**config.mk**
```make
export PLATFORM = sky130hd
export DESIGN_NAME = t8_timer
export DESIGN_NICKNAME = d
export VERILOG_FILES = /design/src/t8_pkg.sv /design/src/t8_sync.sv /design/src/t8_timer.sv
export VERILOG_INCLUDE_DIRS = /design/src
export SDC_FILE = /design/constraint.sdc
export NUM_CORES = 1
export LEC_CHECK = 0
export BUFFER_PORTS_ARGS = -buffer_cell sky130_fd_sc_hd__buf_4
export CAP_MARGIN = 20
export CORE_MARGIN = 2
export CORE_UTILIZATION = 44
export CTS_CLUSTER_DIAMETER = 150
export DETAILED_ROUTE_END_ITERATION = 6
export PLACE_DENSITY = 0.61
export RECOVER_POWER = 50
export SLEW_MARGIN = 10
export SYNTH_ARGS = -nofsm -noshare
export SYNTH_HDL_FRONTEND = slang
export SYNTH_SLANG_ARGS = --single-unit
```
**constraint.sdc**
```tcl
create_clock -name clock -period 5.2 [get_ports clock]
set_clock_uncertainty 0.1 [all_clocks]
set_input_delay 1.04 -clock clock [delete_from_list [all_inputs] [get_ports clock]]
set_output_delay 1.04 -clock clock [all_outputs]
set_load 0.05 [all_outputs]
```
**src/t8_defines.svh**
```systemverilog
`ifndef T8_DEFINES_SVH
`define T8_DEFINES_SVH

// register map, byte offsets on the local register port
`define T8_ADDR_W        3
`define T8_OFF_COUNTER   3'h0
`define T8_OFF_COMPARE_A 3'h1
`define T8_OFF_CONTROL_A 3'h2
`define T8_OFF_CONTROL_B 3'h3
`define T8_OFF_ASYNC     3'h4
`define T8_OFF_FLAGS     3'h5

// control a fields
`define T8_CTLA_COM_HI   7
`define T8_CTLA_COM_LO   6
`define T8_CTLA_WGM_HI   1
`define T8_CTLA_WGM_LO   0
// control b fields
`define T8_CTLB_FORCE    7
// async status fields
`define T8_AS_EXT_EN     6
`define T8_AS_SEL        5
`define T8_AS_CNT_BUSY   4
`define T8_AS_CMP_BUSY   3
`define T8_AS_CTLA_BUSY  1
`define T8_AS_CTLB_BUSY  0
// flag fields, write one to clear
`define T8_FLAG_OVF      0
`define T8_FLAG_CMP      1

// waveform modes
`define T8_WGM_NORMAL    2'h0
`define T8_WGM_PWM_PC    2'h1
`define T8_WGM_CTC       2'h2
`define T8_WGM_PWM_FAST  2'h3
// compare output actions
`define T8_COM_NONE      2'h0
`define T8_COM_TOGGLE    2'h1
`define T8_COM_CLEAR     2'h2
`define T8_COM_SET       2'h3

// counter limits and reset values
`define T8_CNT_MAX       8'hff
`define T8_CNT_BOTTOM    8'h00
`define T8_RESET_BYTE    8'h00

`endif

```
**src/t8_pkg.sv**
```systemverilog
`include "t8_defines.svh"

package t8_pkg;

    typedef logic [`T8_ADDR_W-1:0] t8_addr_t;   // register port address
    typedef logic [7:0]            t8_byte_t;   // register data

    // timer clock source, one-hot
    typedef enum logic [1:0] {
        T8_CLK_SYNC  = 2'b01,
        T8_CLK_ASYNC = 2'b10
    } t8_clk_e;

    // whole state of the timer
    typedef struct packed {
        t8_clk_e    mode;
        t8_byte_t   cnt;
        t8_byte_t   cmp;
        logic [1:0] com;
        logic [1:0] wgm;
        logic       ext_en;
        logic       async_sel;
        t8_byte_t   cnt_tmp;
        t8_byte_t   cmp_tmp;
        logic [1:0] com_tmp;
        logic [1:0] wgm_tmp;
        logic       frc_tmp;
        logic       cnt_busy;
        logic       cmp_busy;
        logic       ctla_busy;
        logic       ctlb_busy;
        logic       blk;
        logic       ovf;
        logic       cmpf;
        logic       oc;
        logic       oc_oe;
        logic       osc_en;
        logic       buf_en;
        logic       src_prev;
        t8_byte_t   rdata;
    } t8_state_s;

endpackage

```
**src/t8_sync.sv**
```systemverilog
`timescale 1ns/1ps
`default_nettype none

// two-flop level synchroniser, resets low
module t8_sync (
    // clock and reset
    input  wire logic clock,
    input  wire logic rst_n,
    // level in and synchronised level out
    input  wire logic din,
    output var  logic dout
);

    logic meta_reg;  // first stage, read only by the second

    // plain shift through two stages
    always_ff @(posedge clock or negedge rst_n) begin
        if (!rst_n) begin
            meta_reg <= 1'b0;
            dout     <= 1'b0;
        end else begin
            meta_reg <= din;
            dout     <= meta_reg;
        end
    end

endmodule

`default_nettype wire

```
**src/t8_timer.sv**
```systemverilog
// Functional notes
// - mode zero leaves compare output untouched
// - mode change acts at next match; force immediate
// - only waveform mode steers counting
// - output mode picks set/clear/toggle or polarity
// - normal mode counts up, wraps to zero
// - overflow flag set when counter wraps
// - overflow flag cleared on interrupt acknowledge
// - counter writable anytime in normal mode
// - clear-on-match mode restarts at zero after a match
// - counter readable, writable, resets to zero
// - counter write blocks next compare match
// - compare value checked against counter continuously
// - output driven only when direction is output
// - async status bit seven reads zero
// - external buffer on, crystal only when off
// - async select picks timer clock source
// - async select forced low without suitable clock
// - counter write sets busy until loaded
//
// The register offsets and the address-and-strobe port were decided locally.
`timescale 1ns/1ps
`default_nettype none
`include "t8_defines.svh"

module t8_timer (
    // clock and reset
    input  wire logic             clock,
    input  wire logic             rst_n,
    // register port
    input  wire t8_pkg::t8_addr_t addr,
    input  wire t8_pkg::t8_byte_t wr_data,
    input  wire logic             wr_stb,
    input  wire logic             rd_stb,
    output var  t8_pkg::t8_byte_t rd_data,
    // clock system
    input  wire logic             sys_clock_src_ok,
    input  wire logic             lf_osc_clock,
    input  wire logic             crystal_input_pin,
    output var  logic             xtal_osc_en,
    output var  logic             ext_clk_buf_en,
    // interrupt side
    input  wire logic             ovf_int_ack,
    input  wire logic             cmp_int_ack,
    output var  logic             overflow_flag,
    output var  logic             compare_flag,
    // compare output pin
    input  wire logic             pin_a2_direction,
    output var  logic             compare_output_a_pin,
    output var  logic             compare_output_a_oe
);
    import t8_pkg::*;

    t8_state_s state_reg;     // all registered state
    t8_state_s state_next;    // its next value
    logic      rst_sync_n;    // released reset
    logic      lf_osc_sync;   // crystal oscillator, synchronised
    logic      ext_clk_sync;  // external clock pin, synchronised

    // reset is released through two flops, assertion stays asynchronous
    t8_sync u_rst_sync (
        .clock (clock),
        .rst_n (rst_n),
        .din   (1'b1),
        .dout  (rst_sync_n)
    );

    // the slow clock sources are pins: two flops before any use
    t8_sync u_osc_sync (
        .clock (clock),
        .rst_n (rst_sync_n),
        .din   (lf_osc_clock),
        .dout  (lf_osc_sync)
    );

    t8_sync u_ext_sync (
        .clock (clock),
        .rst_n (rst_sync_n),
        .din   (crystal_input_pin),
        .dout  (ext_clk_sync)
    );

    // register port address match, used for every write decode
    function automatic logic hit(input t8_addr_t a, input t8_addr_t off);
        hit = (a == off);
    endfunction

    // pwm waveform modes
    function automatic logic is_pwm(input logic [1:0] w);
        is_pwm = (w == `T8_WGM_PWM_PC) || (w == `T8_WGM_PWM_FAST);
    endfunction

    // non-pwm compare action applied to the current output level
    function automatic logic oc_action(input logic [1:0] c, input logic cur);
        case (c)
            `T8_COM_TOGGLE: oc_action = ~cur;
            `T8_COM_CLEAR:  oc_action = 1'b0;
            `T8_COM_SET:    oc_action = 1'b1;
            default:        oc_action = cur;  // no action
        endcase
    endfunction

    // next-state logic
    always_comb begin
        logic     tick;       // one timer clock step
        logic     src_now;    // selected slow clock level
        logic     match;      // compare match this step
        logic     wr_cnt;     // software writes
        logic     wr_cmp;
        logic     wr_ctla;
        logic     wr_ctlb;
        logic     wr_as;
        logic     frc_now;    // force strobe to apply now
        logic     cnt_load;   // counter loaded this step
        t8_byte_t cnt_load_v;

        state_next = state_reg;
        tick       = 1'b0;
        src_now    = state_reg.ext_en ? ext_clk_sync : lf_osc_sync;
        wr_cnt     = wr_stb && hit(addr, `T8_OFF_COUNTER);
        wr_cmp     = wr_stb && hit(addr, `T8_OFF_COMPARE_A);
        wr_ctla    = wr_stb && hit(addr, `T8_OFF_CONTROL_A);
        wr_ctlb    = wr_stb && hit(addr, `T8_OFF_CONTROL_B);
        wr_as      = wr_stb && hit(addr, `T8_OFF_ASYNC);
        frc_now    = 1'b0;
        cnt_load   = 1'b0;
        cnt_load_v = state_reg.cnt;
        match      = 1'b0;

        // timer clock: every system clock, or each rising slow edge
        state_next.src_prev = src_now;
        case (state_reg.mode)
            T8_CLK_SYNC:  tick = 1'b1;
            T8_CLK_ASYNC: tick = src_now && !state_reg.src_prev;
            default:      tick = 1'b0;
        endcase

        // synchronous mode: writes land at once
        if (state_reg.mode == T8_CLK_SYNC) begin
            if (wr_cnt) begin
                cnt_load   = 1'b1;
                cnt_load_v = wr_data;
            end
            if (wr_cmp) begin
                state_next.cmp = wr_data;
            end
            if (wr_ctla) begin
                // new output mode only acts at a later match
                state_next.com = wr_data[`T8_CTLA_COM_HI:`T8_CTLA_COM_LO];
                state_next.wgm = wr_data[`T8_CTLA_WGM_HI:`T8_CTLA_WGM_LO];
            end
            frc_now = wr_ctlb && wr_data[`T8_CTLB_FORCE];
        end else begin
            // asynchronous mode: park the write, mark busy
            if (tick && state_reg.cnt_busy && !wr_cnt) begin
                cnt_load            = 1'b1;
                cnt_load_v          = state_reg.cnt_tmp;
                state_next.cnt_busy = 1'b0;
            end
            if (tick && state_reg.cmp_busy && !wr_cmp) begin
                state_next.cmp      = state_reg.cmp_tmp;
                state_next.cmp_busy = 1'b0;
            end
            if (tick && state_reg.ctla_busy && !wr_ctla) begin
                state_next.com       = state_reg.com_tmp;
                state_next.wgm       = state_reg.wgm_tmp;
                state_next.ctla_busy = 1'b0;
            end
            if (tick && state_reg.ctlb_busy && !wr_ctlb) begin
                frc_now              = state_reg.frc_tmp;
                state_next.ctlb_busy = 1'b0;
            end
            // a write wins over a transfer in the same cycle
            if (wr_cnt) begin
                state_next.cnt_tmp  = wr_data;
                state_next.cnt_busy = 1'b1;
            end
            if (wr_cmp) begin
                state_next.cmp_tmp  = wr_data;
                state_next.cmp_busy = 1'b1;
            end
            if (wr_ctla) begin
                state_next.com_tmp   = wr_data[`T8_CTLA_COM_HI:`T8_CTLA_COM_LO];
                state_next.wgm_tmp   = wr_data[`T8_CTLA_WGM_HI:`T8_CTLA_WGM_LO];
                state_next.ctla_busy = 1'b1;
            end
            if (wr_ctlb) begin
                state_next.frc_tmp   = wr_data[`T8_CTLB_FORCE];
                state_next.ctlb_busy = 1'b1;
            end
        end

        // counting; only the waveform mode chooses the sequence
        if (cnt_load) begin
            state_next.cnt = cnt_load_v;
            state_next.blk = 1'b1;
        end else if (tick) begin
            match          = (state_reg.cnt == state_reg.cmp) && !state_reg.blk;
            state_next.blk = 1'b0;
            case (state_reg.wgm)
                `T8_WGM_CTC: begin
                    if (match) begin
                        state_next.cnt = `T8_CNT_BOTTOM;
                    end else begin
                        state_next.cnt = state_reg.cnt + 8'h01;
                    end
                end
                default: begin
                    // normal and pwm: plain up count with wrap
                    state_next.cnt = state_reg.cnt + 8'h01;
                end
            endcase
            // set only by counting; the wrap to zero marks the overflow
            if (state_reg.cnt == `T8_CNT_MAX) begin
                state_next.ovf = 1'b1;
            end
            if (match) begin
                state_next.cmpf = 1'b1;
            end
        end

        // compare output waveform
        if (is_pwm(state_reg.wgm)) begin
            // pwm: clear-on-match non-inverted, set-on-match inverted
            if (tick && !cnt_load && match) begin
                case (state_reg.com)
                    `T8_COM_CLEAR: state_next.oc = 1'b0;
                    `T8_COM_SET:   state_next.oc = 1'b1;
                    default:       state_next.oc = state_reg.oc;
                endcase
            end else if (tick && !cnt_load && state_reg.cnt == `T8_CNT_MAX) begin
                case (state_reg.com)
                    `T8_COM_CLEAR: state_next.oc = 1'b1;
                    `T8_COM_SET:   state_next.oc = 1'b0;
                    default:       state_next.oc = state_reg.oc;
                endcase
            end
        end else if (match || frc_now) begin
            // force acts without a match and without setting the flag
            state_next.oc = oc_action(state_reg.com, state_reg.oc);
        end

        // flag clearing: acknowledge or write one; a set in the same cycle wins
        if ((ovf_int_ack || (wr_stb && hit(addr, `T8_OFF_FLAGS)
                && wr_data[`T8_FLAG_OVF])) && !state_next.ovf) begin
            state_next.ovf = 1'b0;
        end
        if (ovf_int_ack && !(tick && !cnt_load && state_reg.cnt == `T8_CNT_MAX)) begin
            state_next.ovf = 1'b0;
        end
        if (wr_stb && hit(addr, `T8_OFF_FLAGS) && wr_data[`T8_FLAG_OVF]
                && !(tick && !cnt_load && state_reg.cnt == `T8_CNT_MAX)) begin
            state_next.ovf = 1'b0;
        end
        if ((cmp_int_ack || (wr_stb && hit(addr, `T8_OFF_FLAGS)
                && wr_data[`T8_FLAG_CMP])) && !match) begin
            state_next.cmpf = 1'b0;
        end

        // async status: external enable, source select with guard
        if (wr_as) begin
            state_next.ext_en    = wr_data[`T8_AS_EXT_EN];
            state_next.async_sel = wr_data[`T8_AS_SEL];
        end
        // only a suitable system clock may keep the slow source selected
        if (!sys_clock_src_ok) begin
            state_next.async_sel = 1'b0;
        end
        // source change: contents are left as they are, software reloads them
        state_next.mode = state_next.async_sel ? T8_CLK_ASYNC : T8_CLK_SYNC;
        if (!state_next.async_sel) begin
            // no slow domain left to transfer into
            state_next.cnt_busy  = 1'b0;
            state_next.cmp_busy  = 1'b0;
            state_next.ctla_busy = 1'b0;
            state_next.ctlb_busy = 1'b0;
        end

        // oscillator and input buffer enables
        state_next.osc_en = !state_next.ext_en;
        state_next.buf_en = state_next.ext_en && state_next.async_sel;

        // pin drives only with direction set and an output mode chosen
        state_next.oc_oe = pin_a2_direction && (state_next.com != `T8_COM_NONE);

        // read data stand in the cycle after the strobe
        state_next.rdata = `T8_RESET_BYTE;
        if (rd_stb) begin
            case (addr)
                `T8_OFF_COUNTER:   state_next.rdata = state_reg.cnt;
                `T8_OFF_COMPARE_A: state_next.rdata = state_reg.cmp;
                `T8_OFF_CONTROL_A: begin
                    state_next.rdata[`T8_CTLA_COM_HI:`T8_CTLA_COM_LO] = state_reg.com;
                    state_next.rdata[`T8_CTLA_WGM_HI:`T8_CTLA_WGM_LO] = state_reg.wgm;
                end
                `T8_OFF_ASYNC: begin
                    // bit seven and bit two stay zero
                    state_next.rdata[`T8_AS_EXT_EN]    = state_reg.ext_en;
                    state_next.rdata[`T8_AS_SEL]       = state_reg.async_sel;
                    state_next.rdata[`T8_AS_CNT_BUSY]  = state_reg.cnt_busy;
                    state_next.rdata[`T8_AS_CMP_BUSY]  = state_reg.cmp_busy;
                    state_next.rdata[`T8_AS_CTLA_BUSY] = state_reg.ctla_busy;
                    state_next.rdata[`T8_AS_CTLB_BUSY] = state_reg.ctlb_busy;
                end
                `T8_OFF_FLAGS: begin
                    state_next.rdata[`T8_FLAG_OVF] = state_reg.ovf;
                    state_next.rdata[`T8_FLAG_CMP] = state_reg.cmpf;
                end
                default: state_next.rdata = `T8_RESET_BYTE;  // force strobe reads zero
            endcase
        end
    end

    // state register; everything resets to zero except sync mode and crystal oscillator on
    always_ff @(posedge clock or negedge rst_sync_n) begin
        if (!rst_sync_n) begin
            state_reg        <= '0;
            state_reg.mode   <= T8_CLK_SYNC;
            state_reg.osc_en <= 1'b1;
        end else begin
            state_reg <= state_next;
        end
    end

    // outputs straight from the state flops
    assign rd_data              = state_reg.rdata;
    assign xtal_osc_en          = state_reg.osc_en;
    assign ext_clk_buf_en       = state_reg.buf_en;
    assign overflow_flag        = state_reg.ovf;
    assign compare_flag         = state_reg.cmpf;
    assign compare_output_a_pin = state_reg.oc;
    assign compare_output_a_oe  = state_reg.oc_oe;

endmodule

`default_nettype wire

```
==> Word level (Yosys, flattened, before mapping) <==
Index checks and enable logic that the tools add are counted.
{ "classes": {"n_mux": 56, "n_reduce_logical": 65, "addsub": 1, "n_bitwise": 2, "eq_ne": 27} }
{ "op_table": {"columns": ["operator", "n"], "rows": [
  ["$mux 8", 10],
  ["$logic_and 1x1->1", 28],
  ["$mux 1", 28],
  ["$reduce_and 2->1", 10],
  ["$ne 3x1->1 const B", 6],
  ["$mux 4", 4],
  ["$reduce_bool 2->1", 7],
  ["$mux 12", 1],
  ["$logic_not 1->1", 11],
  ["$eq 2x2->1 const B", 5],
  ["$pmux 2 s5", 1],
  ["$pmux 3 s3", 1],
  ["$add 8x1->8 const B", 1],
  ["$eq 8x8->1", 1],
  ["$eq 8x8->1 const B", 1],
  ["$pmux 1 s2", 4],
  ["$eq 2x1->1 const B", 3],
  ["$eq 3x2->1 const B", 2],
  ["$eq 3x3->1 const B", 2],
  ["$mux 2", 3],
  ["$ne 2x2->1 const B", 3],
  ["$ne 3x3->1 const B", 2],
  ["$pmux 1 s3", 2],
  ["$reduce_and 3->1", 2],
  ["other kinds (9)", 13]
]} }
{ "totals": {"ff_bits": 71, "output_inout_bits": 14, "wordCells": 182, "inputBits": 21} }

==> Depth between registers and ports, before layout <==
{ "depth": {"depth_word": 14, "mapped_depth": 10, "mapped_depth_nobuf": 8} }

==> Cells and area by module <==
Synthesis repeated with hierarchy kept, for this count alone.
{ "hier_totals": {"hier_cells": 327, "area_unflattened_um2": 3580.9} }
{ "by_module_without_submodules": {"columns": ["module", "area_per_inst_um2", "instances", "seq_area_each_um2", "cells_each"], "rows": [
  ["t8_timer", 3430.8, 1, 1604.0, 321],
  ["t8_sync", 50.0, 3, 50.0, 2]
]} }

==> Worst setup path after synthesis <==
OpenSTA, ideal clock, no wires.
{ "synth_path": {"path_kind": "in2reg", "start": "input addr[2]", "end": "register state_reg (netlist bit compare_output_a_pin)", "required_time_ps": 4975, "t_arrival_ps": 2752, "n_path_buf": 2, "path_slack_ps": 2223, "stages": 7, "cell_sequence": "buf_6 or4b_4 buf_6 a32oi_4 a2111oi_1 or3b_1 mux2_4"} }
{ "synth_between": {"elab_chain_cells": 11} }
{ "synth_lines": {"columns": ["element", "line_no", "text"], "rows": [
  ["start, declared", "t8_timer.sv:31", "input wire t8_pkg::t8_addr_t addr,"],
  ["$logic_not 3->1", "t8_timer.sv:85", "hit = (a == off);"],
  ["$logic_and 1x1->1", "t8_timer.sv:120", "wr_cnt = wr_stb && hit(addr, `T8_OFF_COUNTER);"],
  ["$logic_not 1->1", "t8_timer.sv:155", "if (tick && state_reg.cnt_busy && !wr_cnt) begin"],
  ["$logic_and 1x1->1", "t8_timer.sv:155", null],
  ["$mux 1", "t8_timer.sv:155", null],
  ["$mux 1", "t8_timer.sv:139", "if (state_reg.mode == T8_CLK_SYNC) begin"],
  ["$logic_not 1->1", "t8_timer.sv:225, t8_timer.sv:231", null],
  ["$logic_and 1x1->1", "t8_timer.sv:225, t8_timer.sv:231", null],
  ["$logic_and 1x1->1 (on tied branches)", null, null],
  ["$ne 3x1->1 (no line) / $mux 1 (equally long branches)", null, null],
  ["$reduce_and 4->1 (no line) / $mux 1 (equally long branches)", null, null],
  ["end signal, assigned", "t8_timer.sv:321", "state_reg <= state_next;"],
  ["end, declared", "t8_timer.sv:54", "t8_state_s state_reg;"]
]} }
Several ways; a longest one is shown, not always the timed one.
A chain may end at the register's enable or synchronous reset.

==> out/results.tsv <==
stage	metric	value	unit
worst_hold_path	holdCritPathClass	reg -> reg	
final_layout	synthToLayoutAreaGrowth	13.5	%
placed_design	dpl.hpwl	5830	µm
synth	netlist_area	3570	µm²
power_and_ir_drop	powerDensity	406	nW/µm²
sta	setup_viol	0	
routing	vias	2598	
placed_design	gp_congestion	0.875	
sta	fin_crit_sh	55.1	%
run_status	outcome	finished, final reports clean	
setup_path	crit_type	reg -> reg	
final_layout	layout-drive-gt1-share	22.7	%
routing	drt-total-wl	8190	µm
clock_network	cts_tree	done	
sta	slew_headroom	42.7	%
setup_path	endpoint	state_reg[58]	
clock_network	ctsResizeCount	0	
grt	antenna_found_initial	0	
sta	finalCriticalPeriod	2.86	ns
setup_path	crit_buf_inv	2	
floorplanning	pin_count	35	
sta	worstMarginPinSlew	0.860	ns
synth	synth_nets	357	
clock_network	clockBufferDepth	2	
sta	tns	0	ns
synth	ys_top_cells_by_area	dfrtp_1 48%, mux2i_1 7.6%, mux2_2 6.6%, nor2_1 3.3%, a21oi_1 3.2%	
synth	yosys.cell_types.count	52	
sta	hold_viol_final	0	
setup_path	required	5.33	ns
floorplanning	die-area	8840	µm²
synth	synth_top_area_share	47.7	%
floorplanning	core_area	7810	µm²
final_layout	fin_util	51.8	%
clock_network	path_clk_slew	0.08	ns
power_and_ir_drop	ir_worst_vdd	0.163	mV
grt	grt_first_pass_wirelength	13400	µm
sta	fmax	0.349	GHz
final_layout	final.fill_count	700	
synth	yosys_warnings	0	
final_layout	antenna_cells	0	
clock_network	cts_hold_buf	0	
worst_hold_path	hold_start	u_ext_sync.meta_reg	
setup_path	startpoint_type	register	
final_layout	finalNetCount	384	
setup_path	slowest_delay	0.42	ns
setup_path	cpLargestDelayFamily	compound AO/OA/AOI/OAI gates	
grt	grt-ovfl-total	0	
final_layout	largest_reg_flops	50	
setup_path	cp.arrival	3.00	ns
routing	drtAntennaViolNets	0	
sta	finalMaxSlewViolations	0	
final_layout	final_common_cell	dfrtp_1	
floorplanning	die_h	94.0	µm
setup_path	cp_slowest_cell	dfrtp_1	
final_layout	layout_common_cells	67 x dfrtp_1, 34 x buf_4, 31 x nor2_1	
job	max_cap_viol_count	0	
worst_hold_path	min_path_cells	0	
synth	ys_ff_latch	70	
synth	synth_edf_count	0	
synth	synth.yosys.seq_area_share	49.2	%
synth	synth_flop_cell	dfrtp_1	
setup_path	r2r_setup_slack	2.34	ns
grt	grt_max_degree	69	
routing	drcViolationCount	0	
floorplanning	start_util	45.7	%
setup_path	cp.depth	9	
setup_path	cp-end-kind	register	
placed_design	port_buffers	34	
setup_path	cp_max_fo	29	
grt	first_global_vias	2536	
clock_network	cts-buffers-inserted	9	
synth	synth_area_per_cell	10.7	µm²
clock_network	cts_htree_levels	3	
floorplanning	fp.dieW	94.0	µm
clock_network	postCtsSetupBuffers	0	
synth	yosys.area.top_type	dfrtp_1	
setup_path	r2r.worst_path.cells	9	
floorplanning	rows	32	
sta	grt_setup_unrepaired	false	
synth	async_flop_share	100	%
setup_path	timing.rr.end	state_reg[58]	
routing	vias_per_cell	5.56	
synth	synth_cells	333	
routing	first_pass_iters	4	
grt	gr-usage-all-layers	20.4	%
power_and_ir_drop	total_leakage_power	1.93	nW
routing	wl_per_cell	17.5	µm
clock_network	cts_sinks	70	
clock_network	cts_root_buf	clkbuf_8	
setup_path	path_cells	inv_1 -> ha_1 -> buf_4 -> nor4b_1 -> nand2_1 -> o22a_1 -> o21ai_2 -> o21ai_0 -> a211o_1	
setup_path	critPathLaunch	state_reg[41]	
setup_path	r2r_start	state_reg[41]	
routing	drt_iter0_drc	163	
clock_network	clkLatencyLatePin	0.35	ns
[through the flow]
step	power [mW]	cells	hold slack [ns]	setup WS [ns]	cell area, µm²
final	1.64	467	0.252	2.34	4050
after global routing	1.73	467	0.268	2.11	4050
after CTS	1.65	467	0.255	2.35	4050
after detailed placement	1.17	451	0.238	2.05	3840
after global placement	1.16	451	0.233	2.09	3840
after floorplan	1.05	333	0.231	2.22	3570
[cell usage after synthesis, types with 3 or more instances]
master    instances
inv_1            13
mux2i_1          27
buf_4             9
dfrtp_1          68
o21a_1            3
mux2_2           21
nor2_1           31
or3_1             3
nand3_1          10
nand2_1          25
a31oi_1           4
o22ai_1           3
ha_1              3
a211o_1           5
nor4_1            3
nor4b_1           4
nand3b_1          5
o211ai_1          3
xor2_1            8
a21oi_1          23
o21ai_0           9
clkbuf_1          7
nand2b_1          3
[power by group]
part           internal, mW  switching (mW)  total, mW
sequential            0.643           0.132      0.775
combinational         0.183           0.207      0.389
clock                 0.272           0.205      0.477
[how the worst min path moves through the flow]
stage / end
after floorplan: u_ext_sync.dout
after global placement: u_ext_sync.dout
after detailed placement: u_ext_sync.dout
after CTS: u_ext_sync.dout
after global routing: u_osc_sync.dout
final: u_ext_sync.dout
[routing by layer]
layer / track usage, % / part of all wire [%]
met5: 0 / 0
met4: 10.1 / 2.9
met3: 3.69 / 4.2
met2: 29.8 / 44
met1: 28.9 / 48
[cell type report]
cell class | instances | area, µm² | share of cell area (%)
Clock inverter | 3 | 68.8 | 1.70
Multi-Input combinational cell | 229 | 1630 | 40.4
Sequential cell | 70 | 1760 | 43.4
Inverter | 13 | 48.8 | 1.21
Clock buffer | 13 | 139 | 3.43
Tap cell | 102 | 128 | 3.15
Timing Repair Buffer | 37 | 274 | 6.77
[logic make-up after synthesis]
kind of cell    Yosys count  synth area share [%]
simple gates            102                  14.8
flops                    70                  49.2
compound gates           64                  12.0
mux                      51                  15.9
buf+inv                  34                  5.02
xor+xnor                  8                  1.96
fa+ha+maj                 3                  1.05
other cells               1                 0.105
(Power assumes the default switching activity.)
